## config.mk

```make
export PLATFORM = sky130hd
export DESIGN_NAME = cfm_monitor
export DESIGN_NICKNAME = d
export VERILOG_FILES = /design/src/cfm_pkg.sv /design/src/cfm_ppm_window.sv /design/src/cfm_monitor.sv
export VERILOG_INCLUDE_DIRS = /design/src
export SDC_FILE = /design/constraint.sdc
export NUM_CORES = 1
export LEC_CHECK = 0
export ABC_AREA = 1
export BUFFER_PORTS_ARGS = -buffer_cell sky130_fd_sc_hd__buf_2
export CAP_MARGIN = 0
export CORE_MARGIN = 2
export CORE_UTILIZATION = 40
export DETAILED_ROUTE_END_ITERATION = 10
export PLACE_DENSITY = 0.68
export SETUP_SLACK_MARGIN = 0.1
export SYNTH_ARGS = -nofsm -noshare
export SYNTH_HDL_FRONTEND = slang
export SYNTH_SLANG_ARGS = --single-unit
```

## constraint.sdc

```tcl
create_clock -name mclk -period 3.3 [get_ports mclk]
set_clock_uncertainty 0.1 [all_clocks]
set_input_delay 0.33 -clock mclk [delete_from_list [all_inputs] [get_ports mclk]]
set_output_delay 0.33 -clock mclk [all_outputs]
set_load 0.05 [all_outputs]
```

## src/cfm_defs.svh

```systemverilog
// register indices, field positions and reset values of the clock fault monitor
`ifndef CFM_DEFS_SVH
`define CFM_DEFS_SVH

`define CFM_IDX_SOFT_MASK 10'h1d6
`define CFM_IDX_EXT_MASK 10'h1d7
`define CFM_IDX_STATUS 10'h1d8
`define CFM_IDX_REF_WINDOW 10'h1d9
`define CFM_IDX_EXPECT 10'h1da
`define CFM_IDX_PPM_STATUS 10'h1dd

`define CFM_MASK_RST 16'hffff
`define CFM_STATUS_RST 12'h000
`define CFM_REF_WINDOW_RST 14'h30d3
`define CFM_EXPECT_RST 16'hf423

`define CFM_NUM_SRC 12
`define CFM_REF_WINDOW_W 14
`define CFM_REG_W 16

`define CFM_BIT_PLL_LOCKDET 11
`define CFM_BIT_SYS_FREQ 10
`define CFM_BIT_SYS_PPM 9
`define CFM_BIT_SYS_DEAD 8
`define CFM_BIT_LD_DEAD 7
`define CFM_BIT_PLL_FREQ 6
`define CFM_BIT_PLL_PPM 5
`define CFM_BIT_PLL_DEAD 4
`define CFM_BIT_RECOV_DEAD 3
`define CFM_BIT_ADC_DEAD 2
`define CFM_BIT_PM_FAULT 1
`define CFM_BIT_RST_FAULT 0

`define CFM_RESP_OKAY 2'b00
`define CFM_RESP_SLVERR 2'b10

`endif

```

## src/cfm_pkg.sv

```systemverilog
// types shared by the clock fault monitor modules
package cfm_pkg;

    typedef enum logic [1:0] {
        CFM_WR_IDLE = 2'b00,
        CFM_WR_HAVE_ADDR = 2'b01,
        CFM_WR_HAVE_DATA = 2'b10,
        CFM_WR_RESP = 2'b11
    } cfm_wr_state_t;

    typedef struct packed {
        logic [11:0] det_meta;
        logic [11:0] det_sync;
        logic [1:0] tog_meta;
        logic [1:0] tog_sync;
        logic [1:0] tog_last;
        logic [15:0] soft_mask;
        logic [15:0] ext_mask;
        logic [11:0] status;
        logic [13:0] ref_window;
        logic [15:0] expect_count;
        cfm_wr_state_t wr_state;
        logic [9:0] wr_idx;
        logic [31:0] wr_data;
        logic [3:0] wr_strb;
        logic [1:0] bresp;
        logic rvalid;
        logic [31:0] rdata;
        logic [1:0] rresp;
        logic soft_req;
        logic irq_n;
    } cfm_state_t;

endpackage

```

## src/cfm_ppm_window.sv

```systemverilog
// ppm measurement window: reference counter and monitored-cycle capture
`include "cfm_defs.svh"

module cfm_ppm_window
    import cfm_pkg::*;
#(
    parameter int CNT_W = `CFM_REG_W,
    parameter int WIN_W = `CFM_REF_WINDOW_W,
    parameter logic [CNT_W-1:0] CAP_RST = `CFM_EXPECT_RST
)
(
    input wire logic mclk,
    input wire logic nrst,
    input wire logic ref_edge,
    input wire logic mon_edge,
    input wire logic [WIN_W-1:0] window_count,
    output logic [CNT_W-1:0] captured,
    output logic window_done
);

    if (WIN_W < 1 || CNT_W < 2 || WIN_W > CNT_W)
    begin : g_bad_width
        $error("cfm_ppm_window: unsupported counter widths");
    end

    typedef struct packed {
        logic [WIN_W-1:0] ref_cnt;
        logic [CNT_W-1:0] mon_cnt;
        logic [CNT_W-1:0] cap;
        logic done;
    } cfm_ppm_state_t;

    cfm_ppm_state_t s;
    cfm_ppm_state_t next_s;
    logic [CNT_W-1:0] mon_inc;

    always_comb
    begin
        next_s = s;
        next_s.done = 1'b0;
        // monitored counter wraps freely, as a fast clock may overrun
        mon_inc = s.mon_cnt + {{(CNT_W-1){1'b0}}, mon_edge};
        next_s.mon_cnt = mon_inc;
        if (ref_edge)
        begin
            if (s.ref_cnt >= window_count)
            begin
                // window of window_count+1 reference cycles ends
                next_s.ref_cnt = '0;
                next_s.cap = mon_inc;
                next_s.mon_cnt = '0;
                next_s.done = 1'b1;
            end
            else
            begin
                next_s.ref_cnt = s.ref_cnt + {{(WIN_W-1){1'b0}}, 1'b1};
            end
        end
    end

    always_ff @(posedge mclk)
    begin
        if (!nrst)
        begin
            s.ref_cnt <= '0;
            s.mon_cnt <= '0;
            s.cap <= CAP_RST;
            s.done <= 1'b0;
        end
        else
        begin
            s <= next_s;
        end
    end

    assign captured = s.cap;
    assign window_done = s.done;

endmodule // cfm_ppm_window

```

## src/cfm_monitor.sv

```systemverilog
// clock fault monitor: sticky status, recovery masks, ppm window, axi4-lite
//
// The AXI4-Lite interface to the registers was chosen for this implementation.
`include "cfm_defs.svh"

module cfm_monitor
    import cfm_pkg::*;
#(
    parameter int ADDR_W = 12,
    parameter int ADC_CHANNELS = 4
)
(
    input wire logic mclk,
    input wire logic nrst,
    input wire logic [ADDR_W-1:0] s_axi_awaddr,
    input wire logic [2:0] s_axi_awprot,
    input wire logic s_axi_awvalid,
    output logic s_axi_awready,
    input wire logic [31:0] s_axi_wdata,
    input wire logic [3:0] s_axi_wstrb,
    input wire logic s_axi_wvalid,
    output logic s_axi_wready,
    output logic [1:0] s_axi_bresp,
    output logic s_axi_bvalid,
    input wire logic s_axi_bready,
    input wire logic [ADDR_W-1:0] s_axi_araddr,
    input wire logic [2:0] s_axi_arprot,
    input wire logic s_axi_arvalid,
    output logic s_axi_arready,
    output logic [31:0] s_axi_rdata,
    output logic [1:0] s_axi_rresp,
    output logic s_axi_rvalid,
    input wire logic s_axi_rready,
    input wire logic pll_lockdetect_failure,
    input wire logic system_clock_frequency_unlock,
    input wire logic system_clock_ppm_unlock,
    input wire logic system_clock_dead,
    input wire logic line_driver_clock_dead,
    input wire logic pll_output_frequency_unlock,
    input wire logic pll_output_ppm_unlock,
    input wire logic pll_output_clock_dead,
    input wire logic recovered_clock_dead,
    input wire logic [ADC_CHANNELS-1:0] converter_clock_dead,
    input wire logic power_manager_fault,
    input wire logic reset_unit_fault,
    input wire logic reference_toggle,
    input wire logic monitored_toggle,
    output logic soft_reset_request,
    output logic recovery_interrupt_pin_n,
    output logic ppm_window_done
);

    if (ADDR_W < 12 || ADDR_W > 32 || ADC_CHANNELS < 1)
    begin : g_bad_param
        $error("cfm_monitor: unsupported parameter values");
    end

    cfm_state_t s;
    cfm_state_t next_s;
    logic [11:0] det_raw;
    logic [11:0] clear_bits;
    logic ref_edge;
    logic mon_edge;
    logic aw_take;
    logic w_take;
    logic ar_take;
    logic do_write;
    logic [9:0] wr_idx;
    logic [31:0] wr_data;
    logic [3:0] wr_strb;
    logic [15:0] ppm_captured;
    logic [15:0] clear_word;
    logic [15:0] win_word;

    // byte-lane merge of a 16-bit register
    function automatic logic [15:0] cfm_merge(
        input logic [15:0] old,
        input logic [31:0] data,
        input logic [3:0] strb
    );
        logic [15:0] res;
        res = old;
        if (strb[0])
        begin
            res[7:0] = data[7:0];
        end
        if (strb[1])
        begin
            res[15:8] = data[15:8];
        end
        return res;
    endfunction

    // true for every mapped register index
    function automatic logic cfm_mapped(input logic [9:0] idx);
        return idx == `CFM_IDX_SOFT_MASK || idx == `CFM_IDX_EXT_MASK
            || idx == `CFM_IDX_STATUS || idx == `CFM_IDX_REF_WINDOW
            || idx == `CFM_IDX_EXPECT || idx == `CFM_IDX_PPM_STATUS;
    endfunction

    // word index from a byte address
    function automatic logic [9:0] cfm_index(
        input logic [ADDR_W-1:0] addr
    );
        return addr[11:2];
    endfunction

    // raw detector levels in status bit order
    always_comb
    begin
        det_raw = '0;
        det_raw[`CFM_BIT_PLL_LOCKDET] = pll_lockdetect_failure;
        det_raw[`CFM_BIT_SYS_FREQ] = system_clock_frequency_unlock;
        det_raw[`CFM_BIT_SYS_PPM] = system_clock_ppm_unlock;
        det_raw[`CFM_BIT_SYS_DEAD] = system_clock_dead;
        det_raw[`CFM_BIT_LD_DEAD] = line_driver_clock_dead;
        det_raw[`CFM_BIT_PLL_FREQ] = pll_output_frequency_unlock;
        det_raw[`CFM_BIT_PLL_PPM] = pll_output_ppm_unlock;
        det_raw[`CFM_BIT_PLL_DEAD] = pll_output_clock_dead;
        det_raw[`CFM_BIT_RECOV_DEAD] = recovered_clock_dead;
        det_raw[`CFM_BIT_ADC_DEAD] = |converter_clock_dead;
        det_raw[`CFM_BIT_PM_FAULT] = power_manager_fault;
        det_raw[`CFM_BIT_RST_FAULT] = reset_unit_fault;
    end

    // toggles from the divided clocks become one-cycle edge pulses
    assign ref_edge = s.tog_sync[0] ^ s.tog_last[0];
    assign mon_edge = s.tog_sync[1] ^ s.tog_last[1];

    cfm_ppm_window #(
        .CNT_W(`CFM_REG_W),
        .WIN_W(`CFM_REF_WINDOW_W),
        .CAP_RST(`CFM_EXPECT_RST)
    ) u_ppm (
        .mclk(mclk),
        .nrst(nrst),
        .ref_edge(ref_edge),
        .mon_edge(mon_edge),
        .window_count(s.ref_window),
        .captured(ppm_captured),
        .window_done(ppm_window_done)
    );

    // write channel handshakes
    assign s_axi_awready = (s.wr_state == CFM_WR_IDLE)
        || (s.wr_state == CFM_WR_HAVE_DATA);
    assign s_axi_wready = (s.wr_state == CFM_WR_IDLE)
        || (s.wr_state == CFM_WR_HAVE_ADDR);
    assign s_axi_bvalid = (s.wr_state == CFM_WR_RESP);
    assign s_axi_bresp = s.bresp;
    assign aw_take = s_axi_awvalid && s_axi_awready;
    assign w_take = s_axi_wvalid && s_axi_wready;

    // read channel handshakes
    assign s_axi_arready = !s.rvalid;
    assign s_axi_rvalid = s.rvalid;
    assign s_axi_rdata = s.rdata;
    assign s_axi_rresp = s.rresp;
    assign ar_take = s_axi_arvalid && s_axi_arready;

    // address and data of the write, from the bus or from the hold
    assign wr_idx = aw_take ? cfm_index(s_axi_awaddr) : s.wr_idx;
    assign wr_data = w_take ? s_axi_wdata : s.wr_data;
    assign wr_strb = w_take ? s_axi_wstrb : s.wr_strb;

    always_comb
    begin
        case (s.wr_state)
            CFM_WR_IDLE: do_write = aw_take && w_take;
            CFM_WR_HAVE_ADDR: do_write = w_take;
            CFM_WR_HAVE_DATA: do_write = aw_take;
            default: do_write = 1'b0;
        endcase
    end

    // lane-merged write words for the status and window registers
    assign clear_word = cfm_merge(16'h0000, wr_data, wr_strb);
    assign win_word = cfm_merge({2'b00, s.ref_window}, wr_data, wr_strb);

    // write-one-to-clear bits of the status register
    always_comb
    begin
        clear_bits = '0;
        if (do_write && wr_idx == `CFM_IDX_STATUS)
        begin
            clear_bits = clear_word[11:0];
        end
    end

    always_comb
    begin
        next_s = s;
        next_s.det_meta = det_raw;
        next_s.det_sync = s.det_meta;
        next_s.tog_meta = {monitored_toggle, reference_toggle};
        next_s.tog_sync = s.tog_meta;
        next_s.tog_last = s.tog_sync;
        // a new event wins over a clear in the same cycle
        next_s.status = (s.status & ~clear_bits) | s.det_sync;

        // write channel sequence
        case (s.wr_state)
            CFM_WR_IDLE:
            begin
                if (aw_take && w_take)
                begin
                    next_s.wr_state = CFM_WR_RESP;
                end
                else if (aw_take)
                begin
                    next_s.wr_state = CFM_WR_HAVE_ADDR;
                end
                else if (w_take)
                begin
                    next_s.wr_state = CFM_WR_HAVE_DATA;
                end
            end
            CFM_WR_HAVE_ADDR:
            begin
                if (w_take)
                begin
                    next_s.wr_state = CFM_WR_RESP;
                end
            end
            CFM_WR_HAVE_DATA:
            begin
                if (aw_take)
                begin
                    next_s.wr_state = CFM_WR_RESP;
                end
            end
            CFM_WR_RESP:
            begin
                if (s_axi_bready)
                begin
                    next_s.wr_state = CFM_WR_IDLE;
                end
            end
            default:
            begin
                next_s.wr_state = CFM_WR_IDLE;
            end
        endcase
        next_s.wr_idx = wr_idx;
        next_s.wr_data = wr_data;
        next_s.wr_strb = wr_strb;

        if (do_write)
        begin
            next_s.bresp = cfm_mapped(wr_idx) ? `CFM_RESP_OKAY
                : `CFM_RESP_SLVERR;
            case (wr_idx)
                `CFM_IDX_SOFT_MASK:
                begin
                    next_s.soft_mask = cfm_merge(s.soft_mask, wr_data,
                        wr_strb);
                end
                `CFM_IDX_EXT_MASK:
                begin
                    next_s.ext_mask = cfm_merge(s.ext_mask, wr_data,
                        wr_strb);
                end
                `CFM_IDX_REF_WINDOW:
                begin
                    next_s.ref_window = win_word[13:0];
                end
                `CFM_IDX_EXPECT:
                begin
                    next_s.expect_count = cfm_merge(s.expect_count, wr_data,
                        wr_strb);
                end
                default:
                begin
                    next_s.expect_count = s.expect_count;
                end
            endcase
        end

        // read channel: data taken from the registers at the address edge
        if (ar_take)
        begin
            next_s.rvalid = 1'b1;
            next_s.rresp = `CFM_RESP_OKAY;
            case (cfm_index(s_axi_araddr))
                `CFM_IDX_SOFT_MASK: next_s.rdata = {16'h0000, s.soft_mask};
                `CFM_IDX_EXT_MASK: next_s.rdata = {16'h0000, s.ext_mask};
                `CFM_IDX_STATUS: next_s.rdata = {20'h00000, s.status};
                `CFM_IDX_REF_WINDOW: next_s.rdata = {18'h0, s.ref_window};
                `CFM_IDX_EXPECT: next_s.rdata = {16'h0000, s.expect_count};
                `CFM_IDX_PPM_STATUS: next_s.rdata = {16'h0000, ppm_captured};
                default:
                begin
                    next_s.rdata = 32'h00000000;
                    next_s.rresp = `CFM_RESP_SLVERR;
                end
            endcase
        end
        else if (s.rvalid && s_axi_rready)
        begin
            next_s.rvalid = 1'b0;
        end

        // recovery actions follow the masked sticky status
        next_s.soft_req = |(s.status & s.soft_mask[11:0]);
        next_s.irq_n = ~|(s.status & s.ext_mask[11:0]);
    end

    always_ff @(posedge mclk)
    begin
        if (!nrst)
        begin
            s.det_meta <= '0;
            s.det_sync <= '0;
            // toggle chain keeps tracking so release brings no false edge
            s.tog_meta <= next_s.tog_meta;
            s.tog_sync <= next_s.tog_sync;
            s.tog_last <= next_s.tog_last;
            s.soft_mask <= `CFM_MASK_RST;
            s.ext_mask <= `CFM_MASK_RST;
            s.status <= `CFM_STATUS_RST;
            s.ref_window <= `CFM_REF_WINDOW_RST;
            s.expect_count <= `CFM_EXPECT_RST;
            s.wr_state <= CFM_WR_IDLE;
            s.wr_idx <= '0;
            s.wr_data <= '0;
            s.wr_strb <= '0;
            s.bresp <= `CFM_RESP_OKAY;
            s.rvalid <= 1'b0;
            s.rdata <= '0;
            s.rresp <= `CFM_RESP_OKAY;
            s.soft_req <= 1'b0;
            s.irq_n <= 1'b1;
        end
        else
        begin
            s <= next_s;
        end
    end

    assign soft_reset_request = s.soft_req;
    assign recovery_interrupt_pin_n = s.irq_n;

endmodule // cfm_monitor

```

======== Word level (Yosys, flattened, before mapping) ========
Cells that the tools add are included.
word-level totals
  output and inout bits ................... 44
  logic and storage cells ................. 112
  memories kept ........................... 0
  ROM bits ................................ 0
  bits in registers ....................... 222
  memory bits (writable) .................. 0
  latch bits .............................. 0
operators by class
  div/mod/pow operators ................... 0
  bitwise logic cells ..................... 7
  $lt $le $gt $ge ......................... 1
  shift-type cells ........................ 0
  reduce and logical (&&, ||, !) cells .... 32
  mux-type cells .......................... 22
  multipliers ............................. 0
  add/sub/neg operators ................... 2
  eq/ne operators ......................... 19
operators by type and width
  operator               count
  $eq 10x9->1 const B    12
  $pmux 16 s6            1
  $mux 33                2
  $and 12x12->12         3
  $reduce_and 3->1       8
  $reduce_or 12->1       2
  $add 16x1->16          1
  $mux 16                1
  $mux 2                 8
  $add 14x1->14 const B  1
  $ge 14x14->1           1
  $mux 14                1
  $mux 12                1
  $not 12->12            1
  $or 12x12->12          1
  $mux 10                1
  $mux 4                 2
  $mux 8                 1
  $pmux 2 s4             1
  $logic_or 1x1->1       7
  $logic_and 1x1->1      6
  $reduce_or 6->1        1
  $eq 2x2->1 const B     2
  $ne 2x2->1 const B     2
  other kinds (12)       16

======== Longest topological paths before layout ========
  word-level depth ........................ 11
  depth in mapped cells ................... 14
  depth with buffers taken out ............ 13

======== By module ========
From an unflattened synthesis, not the netlist that was laid out.
unflattened totals
  cells, all modules ...................... 1354
  area total of the unflattened synthesis .. 10015.9 um^2
by module, submodules not included
  module          instances  area each (um^2)  sequential area each (um^2)  cells an instance
  cfm_monitor     1          7378.3            3103.0                       991
  cfm_ppm_window  1          2637.5            940.9                        363

======== Worst setup path after synthesis ========
No wires, ideal clock.
  kind .................................... reg-to-reg
  start point ............................. reg s[85] (netlist name)
  end point ............................... reg s[104] (netlist name)
  setup time .............................. 0.144 ns
  path buffers ............................ 3
  clock period less this slack ............ 2.325 ns
  arrival time ............................ 2.081 ns
  required time ........................... 3.056 ns
  cell stages (with the launch flop) ...... 15
  setup slack ............................. 0.975 ns
  path through ............................ dfxtp_1 -> inv_1 -> ha_1 -> inv_2 -> nand2_2 -> nand2_2 -> buf_6 -> a21oi_2 -> nand2_2 -> nor2_4 -> buf_6 -> nand3_4 -> buf_6 -> a21oi_2 -> o21ai_1
on the way
  longest elaborated chain between the ends .. 6
ends and longest elaborated chain
  what                                           RTL line                                RTL
  start, declared                                cfm_monitor.sv:58                       cfm_state_t s;
  start signal, assigned                         cfm_monitor.sv:336                      s <= next_s;
  $eq 2x1->1 or $logic_not 2->1 (tied branches)  cfm_monitor.sv:148, cfm_monitor.sv:147
  $logic_or 1x1->1 *                             cfm_monitor.sv:148                      || (s.wr_state == CFM_WR_HAVE_ADDR);
  net s_axi_wready                               cfm_monitor.sv:22                       output logic s_axi_wready,
  $logic_and 1x1->1 *                            cfm_monitor.sv:152                      assign w_take = s_axi_wvalid && s_axi_wready;
  $logic_and 1x1->1                              cfm_monitor.sv:169                      CFM_WR_IDLE: do_write = aw_take && w_take;
  $pmux 1 s3                                     cfm_monitor.sv:168                      case (s.wr_state)
  $reduce_and 3->1 (no line)                     n/a
The timed path passes the listed nets; every way through them passes the cells marked *.
A chain may end at the register's enable or synchronous reset.

======== Final worst setup path ========
  start point ............................. reg s[85] (netlist name)
  end point ............................... reg s[89] (netlist name)
on the way
  longest elaborated chain between the ends .. 6
ends and longest elaborated chain
  what                                          RTL line
  $eq 2x2->1 (tied with other cells)            cfm_monitor.sv:146, cfm_monitor.sv:168
  $logic_or 1x1->1, on equally long branches    cfm_monitor.sv:146, cfm_monitor.sv:148
  $logic_and 1x1->1, on equally long branches   cfm_monitor.sv:151, cfm_monitor.sv:152
  $mux 10 or $logic_and 1x1->1 (tied branches)  cfm_monitor.sv:162, cfm_monitor.sv:169
  $eq 10x9->1 or $pmux 1 s3 (tied branches)     cfm_monitor.sv:252, cfm_monitor.sv:168
  $reduce_and 3->1 (no line)                    n/a
Several ways; a longest one is shown, not always the timed one.

==> results.sh <==
export IMPL_drc_errors=0
export IMPL_reg2regPathDepth=10
export IMPL_cp_startpoint="s[85]"
export IMPL_initial_core_util=0.4090
export IMPL_outcome="finished, final reports clean"
export IMPL_leakage_nw=5.452
export IMPL_ys_ff_latch=202
export IMPL_fillers=2369
export IMPL_grt_ovfl_total=0
export IMPL_layout_area_overhead_vs_synth_pct=14.27
export IMPL_post_drt_wl_per_cell_um=13.70
export IMPL_grt_setup_unrepaired="no"
export IMPL_ioPinCount=134
export IMPL_drive_gt1_frac=0.1809
export IMPL_ir_drop_v=0.0003578
export IMPL_ant_nets=0
export IMPL_yosys_warnings=0
export IMPL_insertion_delay_ns=0.51
export IMPL_num_vias=7936
export IMPL_fin_cells=1657
export IMPL_ys_types=46
export IMPL_cts_sinks=202
export IMPL_gp_congestion=0.8657
export IMPL_grtUsageTotal=0.1779
export IMPL_hold_class="input port to register"
export IMPL_root_buffer="clkbuf_16"
export IMPL_fp_coreArea_sq_um=23540
export IMPL_relSlewSlack=0.4396
export IMPL_diodes=0
export IMPL_cp_start_kind="register"
export IMPL_cts_buffers=23
export IMPL_period_needed_ns=2.801
export IMPL_hpwl_mm=16.50
export IMPL_cts_tree="yes"
export IMPL_worstPathArrival_ns=3.09
export IMPL_fp_row_count=56
export IMPL_fin_util=0.4673
export IMPL_fin_total_pwr_mw=6.807
export IMPL_cp_required_ns=3.59
export IMPL_reg2reg_to="s[89]"
export IMPL_max_clock_freq_ghz=0.3571
export IMPL_die_h_um=159.1
export IMPL_period_share=0.8487
export IMPL_netlist_area_sq_um=9628
export IMPL_finalWirelength_mm=22.70
export IMPL_die_area_sq_um=25330
export IMPL_grt_pass1_vias=7401
export IMPL_hold_path_endpoint="s[54]"
export IMPL_die_w_um=159.1
export IMPL_clock_path_buffers=3
export IMPL_synthCells=1246
export IMPL_place_inst=1601
export IMPL_clk_pin_slew_ns=0.06
export IMPL_holdPathStages=3
export IMPL_final_setup_viol_count=0
export IMPL_via_per_inst=4.789
export IMPL_setup_tns_final_ns=0
export IMPL_grt_antenna_before_repair=0
export IMPL_whs_ns=0.01739
export IMPL_cts_resized=0
export IMPL_worstReg2RegStart="s[85]"
export IMPL_crit_fanout=19
export IMPL_drv_slew=0
export IMPL_grt_pass1_wl_mm=37.53
export IMPL_maxCapViolCount=0
export IMPL_crit_path_end_kind="register"
export IMPL_min_from="s_axi_wdata[11]"
export IMPL_firstDrtPassIters=5
export IMPL_nets=1434
export IMPL_reg2reg_slack_ns=0.50
export IMPL_finalHoldViolCount=0
export IMPL_drtIter0Drc=497
export IMPL_criticalPathCategory="register to register"
export IMPL_grt_max_degree=69
export IMPL_avgSynthCellArea_sq_um=7.727
export IMPL_worst_pin_slew_ns=0.8405
export IMPL_power_density_nw_per_um2=618.7
export IMPL_yosysSeqAreaShare=0.4200
export IMPL_port_buffers=87
export IMPL_htreeDepth=1
critical path, stage by stage, from the launching register on:
cell	delay, ns
dfxtp_1	0.38
inv_1	0.10
ha_1	0.27
o21ai_4	0.45
o21ai_1	0.17
inv_1	0.19
nand2_1	0.13
nor2_2	0.20
nand3_2	0.34
o21ai_0	0.28
nor2_1	0.06
area by class of cell:
type | instances | area, sq um | share of cell area
clock buffers | 30 | 621.8 | 0.05652
clock inverters | 11 | 140.1 | 0.01274
inverters | 221 | 829.5 | 0.07540
multi-input cells | 761 | 4297 | 0.3905
flip-flops and latches | 202 | 4044 | 0.3676
well taps | 319 | 399.1 | 0.03628
repair buffers | 113 | 670.6 | 0.06096
registers in the layout, indices dropped and copies added (netlist names):
signal	cells
u_ppm.captured	16
recovery_interrupt_pin_n	1
u_ppm.s	30
s_axi_rvalid	1
next_s	16
s_axi_rresp	1
s_axi_bresp	1
s	118
s_axi_rdata	16
u_ppm.window_done	1
soft_reset_request	1
layout by cell type (no fill, tap or decap), drive strengths merged, types with 20 or more instances in the layout:
cell,n
inv,220
nand2,213
dfxtp,202
nor2,164
buf,98
o21ai,68
a21oi,53
nand3,46
o211ai,43
o22ai,30
clkbuf,30
nand4,23
ha,22
xor2,20
worst max-delay path by stage:
stage	end	slack [ns]	cells past startpoint
2_1_floorplan	s[104]	0.98	14
3_3_place_gp	s[89]	0.61	10
3_5_place_dp	s[89]	0.54	10
4_1_cts	s[89]	0.53	10
5_1_grt	s[89]	0.16	10
6_report	s[89]	0.50	10
logic make-up after synthesis:
family	after synthesis	synth area share
DFF	202	0.4200
xor gates and xnor gates	24	0.02183
other	1	0.0003895
AOI/OAI and AO/OA	207	0.1544
adders and majority gates	22	0.02859
muxes	4	0.004159
and+or+nand+nor	486	0.2303
buffers and inverters	300	0.1404
per-layer routing:
| metal | global-route usage | vias up | part of all wire |
|---|---|---|---|
| li1 | - | 4065 | - |
| met1 | 0.2338 | 3641 | 0.46 |
| met2 | 0.3097 | 193 | 0.47 |
| met3 | 0.02657 | 37 | 0.049 |
| met4 | 0.03843 | 0 | 0.021 |
| met5 | 0 | - | 0 |
cells in the mapped netlist (all sizes together):
cell     number  area share
a21oi        53       0.030
a221oi        4      0.0036
a22o          3      0.0027
a41oi         1     0.00091
buf          52       0.044
clkbuf       27       0.011
clkinv        3      0.0012
conb          1     0.00039
dfxtp       202        0.42
ha           22       0.029
inv         218       0.085
mux2i         4      0.0042
nand2       213       0.086
nand3        46       0.034
nand3b        7      0.0055
nand4        23       0.015
nor2        164       0.070
nor3         11      0.0057
nor3b         1     0.00078
nor4          3      0.0019
o2111ai       1     0.00091
o211ai       43       0.053
o21a          2      0.0016
o21ai        68       0.040
o21bai        1     0.00078
o22ai        30       0.019
o31ai         1     0.00078
or2          18       0.012
xnor2         4      0.0036
xor2         20       0.018
stage by stage:
stage	instance area (sq um)	setup slack (ns)
final	11000	0.4994
after global routing	11000	0.1641
after CTS	11000	0.5296
after detailed placement	10090	0.5380
after global placement	10090	0.6137
after floorplan	9692	0.9752
power breakdown:
| group | internal (mW) | switching [mW] |
|---|---|---|
| combinational | 0.446 | 1.14 |
| sequential | 2.58 | 0.0609 |
| clock | 1.56 | 1.01 |
| total | 4.59 | 2.21 |
what timing repair did:
action,4_1_cts,5_1_grt
buffers inserted,0,0
hold buffers,15,0
hold endpoints to repair,14,0
Power figures use the tool's default switching activity.
